==> config.mk <==
export PLATFORM = sky130hd
export DESIGN_NAME = serial_flash_front_end
export DESIGN_NICKNAME = d
export VERILOG_FILES = /design/src/design/rx_byte_fifo.v /design/src/design/serial_flash_front_end.v
export VERILOG_INCLUDE_DIRS = /design/src /design/src/pkg
export SDC_FILE = /design/constraint.sdc
export NUM_CORES = 1
export LEC_CHECK = 0
export ABC_AREA = 1
export BUFFER_PORTS_ARGS = -buffer_cell sky130_fd_sc_hd__buf_4
export CAP_MARGIN = 20
export CORE_ASPECT_RATIO = 1.4
export CORE_MARGIN = 3
export CORE_UTILIZATION = 40
export CTS_BUF_LIST = sky130_fd_sc_hd__clkbuf_16
export DETAILED_ROUTE_END_ITERATION = 6
export PLACE_DENSITY_LB_ADDON = 0.3
export SYNTH_ARGS = -nofsm -noshare
export SYNTH_HDL_FRONTEND = slang
export SYNTH_SLANG_ARGS = --single-unit
==> constraint.sdc <==
create_clock -name clk -period 2.52 [get_ports clk]
set_input_delay 0.252 -clock clk [delete_from_list [all_inputs] [get_ports clk]]
set_output_delay 0.252 -clock clk [all_outputs]
set_load 0.02 [all_outputs]
==> src/pkg/flash_front_end_defs.vh <==
// Constants for the serial flash command front end.
// Included by the front end; holds definitions only.
`ifndef FLASH_FRONT_END_DEFS_VH
`define FLASH_FRONT_END_DEFS_VH

// Array address kept after dropping the top three bits
`define ADDR_W 21
`define ADDR_BYTES 2'd3
`define BYTE_W 8
`define RX_FIFO_DEPTH 8
`define RX_FIFO_AW 3

// Host serial clock ceiling for the identification read, in MHz
`define ID_SCK_MAX_MHZ 85

// Opcodes
`define OP_READ_FAST2 8'h1b
`define OP_READ_FAST1 8'h0b
`define OP_READ_SLOW 8'h03
`define OP_READ_DUAL 8'h3b
`define OP_ERASE_4K 8'h20
`define OP_ERASE_32K 8'h52
`define OP_ERASE_64K 8'hd8
`define OP_CHIP_ERASE_A 8'h60
`define OP_CHIP_ERASE_B 8'hc7
`define OP_PROGRAM 8'h02
`define OP_PROGRAM_DUAL 8'ha2
`define OP_SUSPEND 8'hb0
`define OP_RESUME 8'hd0
`define OP_WRITE_EN 8'h06
`define OP_WRITE_DIS 8'h04
`define OP_PROTECT 8'h36
`define OP_UNPROTECT 8'h39
`define OP_READ_PROT 8'h3c
`define OP_LOCKDOWN 8'h33
`define OP_FREEZE_LOCK 8'h34
`define OP_READ_LOCK 8'h35
`define OP_OTP_PROGRAM 8'h9b
`define OP_OTP_READ 8'h77
`define OP_READ_STATUS 8'h05
`define OP_WRITE_STAT1 8'h01
`define OP_WRITE_STAT2 8'h31
`define OP_SOFT_RESET 8'hf0
`define OP_READ_ID 8'h9f
`define OP_POWER_DOWN 8'hb9
`define OP_POWER_UP 8'hab

// Attribute bit positions of a decoded opcode
`define AT_VALID 7
`define AT_ADDR 6
`define AT_DUMMY_HI 5
`define AT_DUMMY_LO 4
`define AT_DIN 3
`define AT_DOUT 2
`define AT_DUAL 1
`define AT_ONE 0

// Attribute patterns: valid, addr, dummy[1:0], in, out, dual, one
`define AT_NONE 8'h00
`define AT_PLAIN 8'h80
`define AT_ADDR_ONLY 8'hc0
`define AT_ADDR_IN 8'hc8
`define AT_ADDR_IN_DUAL 8'hca
`define AT_ADDR_IN_ONE 8'hc9
`define AT_ADDR_OUT 8'hc4
`define AT_ADDR_D1_OUT 8'hd4
`define AT_ADDR_D1_OUT_DUAL 8'hd6
`define AT_ADDR_D2_OUT 8'he4
`define AT_OUT 8'h84
`define AT_IN_ONE 8'h89

`endif

==> src/design/rx_byte_fifo.v <==
// Synchronous FIFO with valid/ready on both sides.
// Single clock domain; both sides on clk.
`timescale 1ns/100ps
module rx_byte_fifo #(
	parameter WIDTH = 8,
	parameter DEPTH = 8,
	parameter AW = 3
) (
	input wire clk,
	input wire rstn,
	input wire inValid,
	input wire [WIDTH-1:0] inData,
	output wire inReady,
	output wire outValid,
	output wire [WIDTH-1:0] outData,
	input wire outReady
);
	reg [WIDTH-1:0] mem [0:DEPTH-1];
	reg [AW:0] wrPtr_reg;
	reg [AW:0] rdPtr_reg;
	wire full;
	wire empty;
	wire doPush;
	wire doPop;

	assign empty = (wrPtr_reg == rdPtr_reg);
	assign full = (wrPtr_reg[AW] != rdPtr_reg[AW]) && (wrPtr_reg[AW-1:0] == rdPtr_reg[AW-1:0]);
	assign inReady = ~full;
	assign outValid = ~empty;
	assign outData = mem[rdPtr_reg[AW-1:0]];
	assign doPush = inValid & ~full;
	assign doPop = outReady & ~empty;

	always @(posedge clk) begin
		if (doPush) begin
			mem[wrPtr_reg[AW-1:0]] <= inData;
		end
	end

	always @(posedge clk or negedge rstn) begin
		if (!rstn) begin
			wrPtr_reg <= {(AW+1){1'b0}};
			rdPtr_reg <= {(AW+1){1'b0}};
		end else begin
			if (doPush) begin
				wrPtr_reg <= wrPtr_reg + {{AW{1'b0}}, 1'b1};
			end
			if (doPop) begin
				rdPtr_reg <= rdPtr_reg + {{AW{1'b0}}, 1'b1};
			end
		end
	end
endmodule

==> src/design/serial_flash_front_end.v <==
// Command front end of a serial flash: frames, decodes and shifts SPI traffic.
// The serial pins are asynchronous to clk and are oversampled; clk must run
// well above four times the serial clock. Data bytes in go to a FIFO.
//
// Notes on behaviour
// [RULE_01] Mode 0 or 3: sample on serial clock rise, drive on fall.
// [RULE_02] Host asserts select, then sends an 8-bit opcode, then address/data.
// [RULE_03] All bytes move most significant bit first, both directions.
// [RULE_04] Releasing select ends the command frame.
// [RULE_05] Unknown opcode starts nothing; input ignored until select re-asserts.
// [RULE_06] Select released before opcode and address complete: nothing happens.
// [RULE_07] Three address bytes arrive; top three address bits are dropped.
// [RULE_08] Dual input makes return line an input; dual output drives command line.
// [RULE_09] Erase opcodes 20h, 52h, D8h take three address bytes, no data.
// [RULE_10] Opcode 02h: three address bytes, then data bytes in on one line.
// [RULE_11] Opcode A2h: three address bytes, then data bytes on two lines.
// [RULE_12] Opcode 3Ch: three address bytes, no dummy, data bytes out.
// [RULE_13] Opcode 34h: three address bytes, exactly one data byte in.
// [RULE_14] Opcode 35h: three address bytes, no dummy, data bytes out.
// [RULE_15] Opcode 9Bh: three address bytes, then data bytes in.
// [RULE_16] Opcode 77h: three address bytes, two dummy bytes, then data out.
// [RULE_17] Opcode 01h: no address, exactly one data byte in.
// [RULE_18] Opcode 31h: no address, exactly one data byte in.
// [RULE_19] Opcode 9Fh: no address, identification bytes out; host clock limited.
// [RULE_20] Opcodes B9h and ABh take no address, dummy or data.
// [RULE_21] Reads: 1Bh two dummy bytes, 0Bh one, 03h none.
// [RULE_22] Opcode 3Bh: address, one dummy, two bits out per clock, high on return.
// [RULE_23] Select release during a read stops output at once, lines released.
`timescale 1ns/100ps
`include "flash_front_end_defs.vh"
module serial_flash_front_end (
	input wire clk,
	input wire rstn,
	input wire sck,
	input wire csN,
	input wire cmdLineIn,
	output wire cmdLineOut,
	output wire cmdLineOe,
	input wire returnLineIn,
	output wire returnLineOut,
	output wire returnLineOe,
	output wire cmdStart,
	output wire [7:0] cmdOpcode,
	output wire [`ADDR_W-1:0] cmdAddr,
	output wire frameEnd,
	input wire [7:0] txData,
	output wire txTake,
	output wire rxValid,
	output wire [7:0] rxData,
	input wire rxReady,
	output wire rxOverrun
);
	localparam [5:0] S_OPC = 6'h01;
	localparam [5:0] S_ADDR = 6'h02;
	localparam [5:0] S_DUMMY = 6'h04;
	localparam [5:0] S_DIN = 6'h08;
	localparam [5:0] S_DOUT = 6'h10;
	localparam [5:0] S_SKIP = 6'h20;

	// Opcode table: what follows each supported opcode
	function [7:0] decodeOp;
		input [7:0] op;
		begin
			case (op)
				`OP_READ_FAST2: decodeOp = `AT_ADDR_D2_OUT; // RULE_21
				`OP_READ_FAST1: decodeOp = `AT_ADDR_D1_OUT; // RULE_21
				`OP_READ_SLOW: decodeOp = `AT_ADDR_OUT; // RULE_21
				`OP_READ_DUAL: decodeOp = `AT_ADDR_D1_OUT_DUAL; // RULE_22
				`OP_ERASE_4K: decodeOp = `AT_ADDR_ONLY; // RULE_09
				`OP_ERASE_32K: decodeOp = `AT_ADDR_ONLY; // RULE_09
				`OP_ERASE_64K: decodeOp = `AT_ADDR_ONLY; // RULE_09
				`OP_CHIP_ERASE_A: decodeOp = `AT_PLAIN;
				`OP_CHIP_ERASE_B: decodeOp = `AT_PLAIN;
				`OP_PROGRAM: decodeOp = `AT_ADDR_IN; // RULE_10
				`OP_PROGRAM_DUAL: decodeOp = `AT_ADDR_IN_DUAL; // RULE_11
				`OP_SUSPEND: decodeOp = `AT_PLAIN;
				`OP_RESUME: decodeOp = `AT_PLAIN;
				`OP_WRITE_EN: decodeOp = `AT_PLAIN;
				`OP_WRITE_DIS: decodeOp = `AT_PLAIN;
				`OP_PROTECT: decodeOp = `AT_ADDR_ONLY;
				`OP_UNPROTECT: decodeOp = `AT_ADDR_ONLY;
				`OP_READ_PROT: decodeOp = `AT_ADDR_OUT; // RULE_12
				`OP_LOCKDOWN: decodeOp = `AT_ADDR_IN_ONE;
				`OP_FREEZE_LOCK: decodeOp = `AT_ADDR_IN_ONE; // RULE_13
				`OP_READ_LOCK: decodeOp = `AT_ADDR_OUT; // RULE_14
				`OP_OTP_PROGRAM: decodeOp = `AT_ADDR_IN; // RULE_15
				`OP_OTP_READ: decodeOp = `AT_ADDR_D2_OUT; // RULE_16
				`OP_READ_STATUS: decodeOp = `AT_OUT;
				`OP_WRITE_STAT1: decodeOp = `AT_IN_ONE; // RULE_17
				`OP_WRITE_STAT2: decodeOp = `AT_IN_ONE; // RULE_18
				`OP_SOFT_RESET: decodeOp = `AT_IN_ONE;
				`OP_READ_ID: decodeOp = `AT_OUT; // RULE_19
				`OP_POWER_DOWN: decodeOp = `AT_PLAIN; // RULE_20
				`OP_POWER_UP: decodeOp = `AT_PLAIN; // RULE_20
				default: decodeOp = `AT_NONE;
			endcase
		end
	endfunction

	// Phase that follows the header of a command
	function [5:0] dataPhase;
		input [7:0] at;
		begin
			if (at[`AT_DUMMY_HI:`AT_DUMMY_LO] != 2'd0) begin
				dataPhase = S_DUMMY;
			end else if (at[`AT_DIN]) begin
				dataPhase = S_DIN;
			end else if (at[`AT_DOUT]) begin
				dataPhase = S_DOUT;
			end else begin
				dataPhase = S_SKIP;
			end
		end
	endfunction

	// Two-stage synchronisers; stage one feeds only stage two
	reg sckMeta_reg, sckSync_reg, sckLast_reg;
	reg csMeta_reg, csSync_reg;
	reg cmdMeta_reg, cmdSync_reg;
	reg retMeta_reg, retSync_reg;

	always @(posedge clk or negedge rstn) begin
		if (!rstn) begin
			// Reset high: a clock idling high gives no false rise after reset
			sckMeta_reg <= 1'b1;
			sckSync_reg <= 1'b1;
			sckLast_reg <= 1'b1;
			csMeta_reg <= 1'b1;
			csSync_reg <= 1'b1;
			cmdMeta_reg <= 1'b0;
			cmdSync_reg <= 1'b0;
			retMeta_reg <= 1'b0;
			retSync_reg <= 1'b0;
		end else begin
			sckMeta_reg <= sck;
			sckSync_reg <= sckMeta_reg;
			sckLast_reg <= sckSync_reg;
			csMeta_reg <= csN;
			csSync_reg <= csMeta_reg;
			cmdMeta_reg <= cmdLineIn;
			cmdSync_reg <= cmdMeta_reg;
			retMeta_reg <= returnLineIn;
			retSync_reg <= retMeta_reg;
		end
	end

	// Data pins pass the same stages as the clock, so they stay aligned
	wire sckRise = sckSync_reg & ~sckLast_reg; // RULE_01
	wire sckFall = ~sckSync_reg & sckLast_reg; // RULE_01
	wire csActive = ~csSync_reg;

	reg [5:0] phase_reg;
	reg [2:0] bitCnt_reg;
	reg [1:0] byteCnt_reg;
	reg [7:0] shift_reg;
	reg [7:0] attr_reg;
	reg opActive_reg;
	reg cmdStart_reg;
	reg frameEnd_reg;
	reg [7:0] cmdOpcode_reg;
	reg [`ADDR_W-1:0] cmdAddr_reg;
	reg [7:0] outShift_reg;
	reg [2:0] outCnt_reg;
	reg retOut_reg;
	reg cmdOut_reg;
	reg txTake_reg;
	reg pushValid_reg;
	reg [7:0] pushData_reg;
	reg overrun_reg;
	wire fifoInReady;

	wire dualIn = (phase_reg == S_DIN) & attr_reg[`AT_DUAL];
	wire dualOut = (phase_reg == S_DOUT) & attr_reg[`AT_DUAL];
	// Dual input: return line carries the higher bit of each pair
	wire [7:0] inByte = dualIn ? {shift_reg[5:0], retSync_reg, cmdSync_reg} :
		{shift_reg[6:0], cmdSync_reg}; // RULE_03 RULE_08
	wire byteDone = dualIn ? (bitCnt_reg == 3'd6) : (bitCnt_reg == 3'd7);
	wire [7:0] opAttr = decodeOp(inByte);
	wire [7:0] outByte = (outCnt_reg == 3'd0) ? txData : outShift_reg;

	always @(posedge clk or negedge rstn) begin
		if (!rstn) begin
			phase_reg <= S_OPC;
			bitCnt_reg <= 3'd0;
			byteCnt_reg <= 2'd0;
			shift_reg <= 8'h00;
			attr_reg <= 8'h00;
			opActive_reg <= 1'b0;
			cmdStart_reg <= 1'b0;
			frameEnd_reg <= 1'b0;
			cmdOpcode_reg <= 8'h00;
			cmdAddr_reg <= {`ADDR_W{1'b0}};
			outShift_reg <= 8'h00;
			outCnt_reg <= 3'd0;
			retOut_reg <= 1'b0;
			cmdOut_reg <= 1'b0;
			txTake_reg <= 1'b0;
			pushValid_reg <= 1'b0;
			pushData_reg <= 8'h00;
		end else begin
			cmdStart_reg <= 1'b0;
			frameEnd_reg <= 1'b0;
			txTake_reg <= 1'b0;
			pushValid_reg <= 1'b0;
			if (!csActive) begin
				// Frame closed; a short frame never reached cmdStart
				phase_reg <= S_OPC; // RULE_04 RULE_06 RULE_23
				bitCnt_reg <= 3'd0;
				outCnt_reg <= 3'd0;
				opActive_reg <= 1'b0;
				frameEnd_reg <= opActive_reg; // RULE_04
			end else if (sckRise && phase_reg != S_SKIP && phase_reg != S_DOUT) begin
				shift_reg <= inByte;
				bitCnt_reg <= dualIn ? bitCnt_reg + 3'd2 : bitCnt_reg + 3'd1;
				if (byteDone) begin
					bitCnt_reg <= 3'd0;
					case (phase_reg)
						S_OPC: begin
							cmdOpcode_reg <= inByte; // RULE_02
							attr_reg <= opAttr;
							byteCnt_reg <= opAttr[`AT_DUMMY_HI:`AT_DUMMY_LO];
							if (!opAttr[`AT_VALID]) begin
								phase_reg <= S_SKIP; // RULE_05
							end else if (opAttr[`AT_ADDR]) begin
								phase_reg <= S_ADDR;
								byteCnt_reg <= 2'd0;
							end else begin
								cmdStart_reg <= 1'b1;
								opActive_reg <= 1'b1;
								phase_reg <= dataPhase(opAttr);
							end
						end
						S_ADDR: begin
							// Shifting drops A23-A21 off the top
							cmdAddr_reg <= {cmdAddr_reg[`ADDR_W-9:0], inByte}; // RULE_07
							byteCnt_reg <= byteCnt_reg + 2'd1;
							if (byteCnt_reg == `ADDR_BYTES - 2'd1) begin
								cmdStart_reg <= 1'b1;
								opActive_reg <= 1'b1;
								phase_reg <= dataPhase(attr_reg);
								byteCnt_reg <= attr_reg[`AT_DUMMY_HI:`AT_DUMMY_LO];
							end
						end
						S_DUMMY: begin
							byteCnt_reg <= byteCnt_reg - 2'd1; // RULE_16 RULE_21
							if (byteCnt_reg == 2'd1) begin
								phase_reg <= attr_reg[`AT_DIN] ? S_DIN : S_DOUT;
							end
						end
						S_DIN: begin
							pushValid_reg <= 1'b1; // RULE_10 RULE_11 RULE_15
							pushData_reg <= inByte;
							if (attr_reg[`AT_ONE]) begin
								phase_reg <= S_SKIP; // RULE_13 RULE_17 RULE_18
							end
						end
						default: begin
							phase_reg <= S_SKIP;
						end
					endcase
				end
			end else if (sckFall && phase_reg == S_DOUT) begin
				// Byte fetched at its first falling edge, so txData needs
				// to be ready only at that point
				retOut_reg <= outByte[7]; // RULE_01 RULE_03
				if (attr_reg[`AT_DUAL]) begin
					cmdOut_reg <= outByte[6]; // RULE_22
					outShift_reg <= {outByte[5:0], 2'b00};
					outCnt_reg <= outCnt_reg + 3'd2;
				end else begin
					outShift_reg <= {outByte[6:0], 1'b0};
					outCnt_reg <= outCnt_reg + 3'd1;
				end
				txTake_reg <= (outCnt_reg == 3'd0);
			end
		end
	end

	// Overrun: host cannot be stalled, so a full FIFO loses the byte
	always @(posedge clk or negedge rstn) begin
		if (!rstn) begin
			overrun_reg <= 1'b0;
		end else if (pushValid_reg && !fifoInReady) begin
			overrun_reg <= 1'b1;
		end else if (cmdStart_reg) begin
			overrun_reg <= 1'b0;
		end
	end

	rx_byte_fifo #(
		.WIDTH(`BYTE_W),
		.DEPTH(`RX_FIFO_DEPTH),
		.AW(`RX_FIFO_AW)
	) rxFifo (
		.clk(clk),
		.rstn(rstn),
		.inValid(pushValid_reg),
		.inData(pushData_reg),
		.inReady(fifoInReady),
		.outValid(rxValid),
		.outData(rxData),
		.outReady(rxReady)
	);

	// Output enables drop with the synced select, mid-byte if need be
	assign returnLineOe = csActive & (phase_reg == S_DOUT); // RULE_08 RULE_23
	assign cmdLineOe = csActive & dualOut; // RULE_08 RULE_22
	assign returnLineOut = retOut_reg;
	assign cmdLineOut = cmdOut_reg;
	assign cmdStart = cmdStart_reg;
	assign cmdOpcode = cmdOpcode_reg;
	assign cmdAddr = cmdAddr_reg;
	assign frameEnd = frameEnd_reg;
	assign txTake = txTake_reg;
	assign rxOverrun = overrun_reg;
endmodule

After elaboration in Yosys (flattened, before gate mapping). Memories as Yosys holds them, arrays and structs flattened. Index checks and enable logic that the tools add are counted.

Memory bits (writable): 64. Bits of input ports: 15. Output and inout bits: 46. Word-level logic and storage cells: 193. Register bits: 97. Memories: 1.

Muxes and demuxes: 59. Reduce and logical (&&, ||, !) cells: 32. Equal/unequal tests: 50. Bitwise operators: 14. Add/sub/neg operators: 8.

Memory list: rxFifo.mem (words 8, width 8, rd ports 1, clocked after memory_dff 0, write ports 1, line rx_byte_fifo.v:18) `reg [WIDTH-1:0] mem [0:DEPTH-1];`.

Operators with widths (number): one-hot mux 8 bit (11 select lines) (1); two-way mux 6 bit (14); equality test 8 bit, second input constant (10); equality test 8 x 6 -> 1 bit, second input constant (9); two-way mux 1 bit (25); equality test 8 x 3 -> 1 bit, second input constant (3); equality test 8 x 7 -> 1 bit, second input constant (3); two-way mux 3 bit (8); two-way mux 8 bit (3); one-hot mux 6 bit (4 select lines) (1); AND reduction 4 bit (5); equality test 8 x 2 -> 1 bit, second input constant (2); inequality test 3 bit, second input constant (5); nonzero test 2 bit (6); adder 4 x 1 -> 4 bit, second input constant (2); bitwise AND 1 bit (8); equality test 8 x 1 -> 1 bit, second input constant (1); equality test 8 x 4 -> 1 bit, second input constant (1); equality test 8 x 5 -> 1 bit, second input constant (1); OR reduction 2 bit (4); OR reduction 8 bit (1); adder 3 x 1 -> 3 bit, second input constant (2); adder 3 x 2 -> 3 bit, second input constant (2); equality test 3 bit, second input constant (2); 29 further kinds (44).

Logic depth before layout (Yosys ltp).
Word-level depth: 15. Depth in mapped cells: 19. Gate-level depth less buffers: 18.

Hierarchy. Synthesis repeated with hierarchy kept, for this count alone.

Cell total of the unflattened synthesis: 847. Area, all modules: 7668.6 um^2.

By module, submodules not included: serial_flash_front_end (area an instance 4603.2 um^2, cells an instance 584, seq. area each 2209.6 um^2, times used 1); rx_byte_fifo (area an instance 3065.4 um^2, cells an instance 263, seq. area each 2122.0 um^2, times used 1).

Worst setup path after synthesis. No wires, ideal clock.

Path type: reg-to-reg. Start: register phase_reg[1]. End: register cmdOpcode_reg[7] (netlist: cmdOpcode[7]). Required time: 2443 ps. Path slack: 237 ps. Cell stages (with the launch flop): 12. Arrival time: 2206 ps. Setup time: 77 ps. Buffers on the path: 2. Cells stage by stage: dfrtp_1 -> nor2_4 -> nand4_2 -> buf_6 -> ha_1 -> nand3_1 -> nor2_1 -> inv_1 -> nor3_2 -> buf_4 -> nor2_1 -> a21oi_1.

Longest elaborated chain between the ends: 4. Elaborated cells on any way between the ends: 10. Those cells by class: 4 x eq/ne; 2 x mux; 1 x bitwise; 3 x reduce/logical.

Ends and longest elaborated chain: start: declaration (line serial_flash_front_end.v:152) `reg [5:0] phase_reg;`; start signal: assignment (line serial_flash_front_end.v:230) `phase_reg <= dataPhase(opAttr);`; start signal: assignment (line serial_flash_front_end.v:240) `phase_reg <= dataPhase(attr_reg);`; start signal: assignment (line serial_flash_front_end.v:247) `` phase_reg <= attr_reg[`AT_DIN] ? S_DIN : S_DOUT; ``; equality test 6 x 4 -> 1 bit / inequality test 6 bit (equally long branches) (line serial_flash_front_end.v:172, serial_flash_front_end.v:212); bitwise AND 1 bit / logical AND 1 bit (equally long branches) (line serial_flash_front_end.v:172, serial_flash_front_end.v:212); two-way mux 1 bit / logical AND 1 bit (equally long branches) (line serial_flash_front_end.v:177, serial_flash_front_end.v:212); AND reduction 4 bit (no source line); end signal: assignment (line serial_flash_front_end.v:219) `cmdOpcode_reg <= inByte;`; end: declaration (line serial_flash_front_end.v:160) `reg [7:0] cmdOpcode_reg;`.

Parallel ways exist; a longest one is shown, timed or not. A chain may end at the register's enable or synchronous reset.

Worst setup path after layout.
Start: register phase_reg[4]. End: register opActive_reg.

Longest elaborated chain between the ends: 8. Elaborated cells on any way between the ends: 60. Those cells by class: 38 x eq/ne; 7 x mux; 1 x bitwise; 14 x reduce/logical.

Ends and longest elaborated chain: equality test 6 x 4 -> 1 bit (line serial_flash_front_end.v:172) `` wire dualIn = (phase_reg == S_DIN) & attr_reg[`AT_DUAL]; ``; bitwise AND 1 bit (line serial_flash_front_end.v:172); two-way mux 8 bit (line serial_flash_front_end.v:175) `wire [7:0] inByte = dualIn ? {shift_reg[5:0], retSync_reg, cmdSync_reg} :`; equality test 8 bit (tied with other cells) (line serial_flash_front_end.v:64) `case (op)`; OR reduction 8 bit (no source line) (tied with other cells); one-hot mux 8 bit (11 select lines) (line serial_flash_front_end.v:64); inequality test 3 bit (no source line); AND reduction 6 bit (no source line); end signal: assignment (line serial_flash_front_end.v:188) `opActive_reg <= 1'b0;`; end signal: assignment (line serial_flash_front_end.v:210) `opActive_reg <= 1'b0;`; end signal: assignment (line serial_flash_front_end.v:229) `opActive_reg <= 1'b1;`; end: declaration (line serial_flash_front_end.v:157) `reg opActive_reg;`.

Parallel ways exist; a longest one is shown, timed or not. The select of a mux whose other input is x is not followed.

==> flow_summary.yaml <==
synthesis:
  yosysSeqAreaShare_pct: 56.6
  synthFlopType: "dfrtp_1"
  synthTopCellsByArea: "dfrtp_1, edfxtp_1, nand2_1, o21ai_0, nor2_1"
  synth.most_common_cell: "nand2_1"
  synth.avg_cell_area_um2: 9.65
  syn-cell-area_um2: 7660
  ys_async_sr_fraction_pct: 60.0
  synthCells: 794
  syn-num-nets: 817
  synth_top_cell_area_share_pct: 29.4
  synth_edf_count: 64
  yosysTopAreaCell: "dfrtp_1"
  synth-seq-cells: 160
  synth_cell_type_count: 47
  ys_top_cells_by_count: "nand2_1, nor2_1, dfrtp_1, o21ai_0, inv_1"
  yosysWarnings: 0
global_route:
  grt_pass1_vias: 5467
  grt_overflow: 0
  grt_pass1_wl_um: 27000
  grt_usage_pct: 16.4
  antenna_found_initial: 0
  grt_start_max_net_pins: 63
setup_path:
  crit_chain: "nor2_4 -> nand2_4 -> nor2_8 -> buf_6 -> nand3_2 -> nand2_4 -> nand2_2 -> nor2_4 -> nand3_1 -> nand2_2 -> nor2_2 -> nand2_1 -> nor2_2 -> nand2_2 -> nand4_2 -> nand3_2 -> a21oi_2"
  crit_type: "register to register"
  slowest_stage: "dfrtp_1"
  critPathMaxStageDelay_ps: 420
  ff2ff_setup_slack_ps: 210
  cp-start-kind: "register"
  path_depth: 17
  crit_fanout: 9
  path_common_cell: "nand2_2"
  path_buf_inv: 1
  cp-endpoint: "opActive_reg"
  reg2reg_depth: 17
  crit_arrival_ps: 2620
  endpoint_kind: "register"
  cp.required_ps: 2820
  critPathTopFamily: "simple AND/OR/NAND/NOR gates"
  r2r_start: "phase_reg[4]"
  startpoint: "phase_reg[4]"
  r2r_end: "opActive_reg"
clock_tree:
  cts_tree: "yes"
  cts_inserted_buffers: 17
  htreeDepth: 4
  clock_sinks: 160
  path_clk_slew_ps: 70
  cts.path.max_buffers: 2
  insertion_delay_ps: 430
  root_buffer: "clkbuf_16"
job:
  maxCapViolCount: 0
die:
  die_h_um: 170
  start_util_pct: 41.0
  die-area_um2: 20900
  rows: 59
  core-area_um2: 18700
  ioPinCount: 61
  die_w_um: 123
sta:
  fin_skew_ps: 15.2
  hold_slack_ps: 132
  fmax_ghz: 0.432
  fin_crit_sh_pct: 91.9
  worstMarginPinSlew_ps: 547
  drv_slew: 0
  slew_headroom_pct: 63.5
  setup_violations: 0
  hold_viol: 0
  fin_crit_ps: 2310
  finalWorstSetupSlack_ps: 205
finish:
  largest_register_ffs: 64
  area_delta_synth_final_pct: 20.4
  drive_gt1_share_pct: 25.7
  final_nets: 906
  antenna_cells: 0
drt:
  viasPerCell: 4.87
  drt_iter0_drc: 344
  drc: 0
  wl_um: 16300
  wl_per_cell_um: 14.3
  drtAntennaViolNets: 0
  vias: 5557
  first_pass_iters: 4
power:
  power_density_nw_per_um2: 780
  ir_worst_vdd_v: 0.000362
  cellLeakagePower_nw: 4.08
placement:
  dpl.hpwl_um: 11700
  portBuffers: 60
  place_ws_ps: 187
  globalplace.congestion: 0.894
status:
  status: "completed"
worst_hold_path:
  hold_path_class: "input port to register"
[layout by cell type (no fill, tap or decap), types with 5 or more instances in the layout]
master	instances
dfrtp_1	88
o21ai_0	89
nand2_1	135
inv_8	6
nand2_2	27
nand2_4	15
dfstp_2	6
mux2_2	13
nor2_1	112
o22ai_1	11
inv_1	68
nor3_1	5
nand3_1	26
buf_4	86
edfxtp_1	64
clkbuf_16	17
a31oi_1	9
dlygate4sd3_1	5
nand3_2	9
nor2_4	9
a21oi_1	17
xor2_1	7
ha_1	8
nor2_2	13
[worst min-delay path, delay by kind of cell]
family / cells / cell delay, ps
compound gates: 1 / 140
buf+inv: 1 / 80
mux: 1 / 50
[layout make-up]
type | instances | area (µm²)
flip-flops and latches | 160 | 4330
inverters | 73 | 274
clock buffers | 17 | 425
well taps | 244 | 305
fillers | 1725 | 9450
repair buffers | 95 | 767
multi-input cells | 536 | 2950
clock inverters | 15 | 165
[how the worst min path moves through the flow]
stage / depth (start not counted) / slack [ps] / to / start
2_1_floorplan: 0 / -40 / attr_reg[0] / rstn
3_3_place_gp: 1 / 240 / txTake / rstn
3_5_place_dp: 1 / 250 / txTake / rstn
4_1_cts: 3 / 120 / returnLineOut / txData[7]
5_1_grt: 3 / 130 / returnLineOut / txData[7]
6_report: 3 / 130 / returnLineOut / txData[7]
[where the power goes]
part           switching [mW]  leakage [nW]  total, mW  internal (mW)
Sequential             0.0859          1.82       2.86           2.78
Combinational            1.14          1.96       1.78          0.638
Clock                    1.14         0.289       2.56           1.41
Total                    2.37          4.08       7.20           4.83
[layer usage]
layer	GRT usage [%]	part of all wire, %
met5	0	0
met4	6.09	1.8
met3	3.00	2.1
met2	29.2	54
met1	19.7	42
[repair_timing]
item | CTS | global route
endpoints found under the hold margin | 32 | 0
setup buffers | 0 | 4
endpoints found under the setup margin | 0 | 5
hold buffers | 5 | 0
resized for setup | 0 | 13
[through the flow]
stage / std cells / setup TNS (ps) / power (mW) / util (%) / cell area, µm²
detailed placement: 1099 / 0 / 4.69 / 45.6 / 8520
global route: 1140 / -3.18 / 7.60 / 49.4 / 9230
global placement: 1099 / 0 / 4.67 / 45.6 / 8520
finish: 1140 / 0 / 7.20 / 49.4 / 9230
floorplan: 794 / 0 / 4.11 / - / 7660
CTS: 1136 / 0 / 7.27 / 49.1 / 9160
[logic make-up after synthesis]
family	after synthesis	synth area share (%)
mux	17	2.43
buf+inv	98	5.24
fa+ha+maj	8	1.31
compound gates	138	9.80
flops	160	56.6
simple gates	365	23.8
xor+xnor	8	0.915
Note: power is estimated with default switching activity, not from simulation.
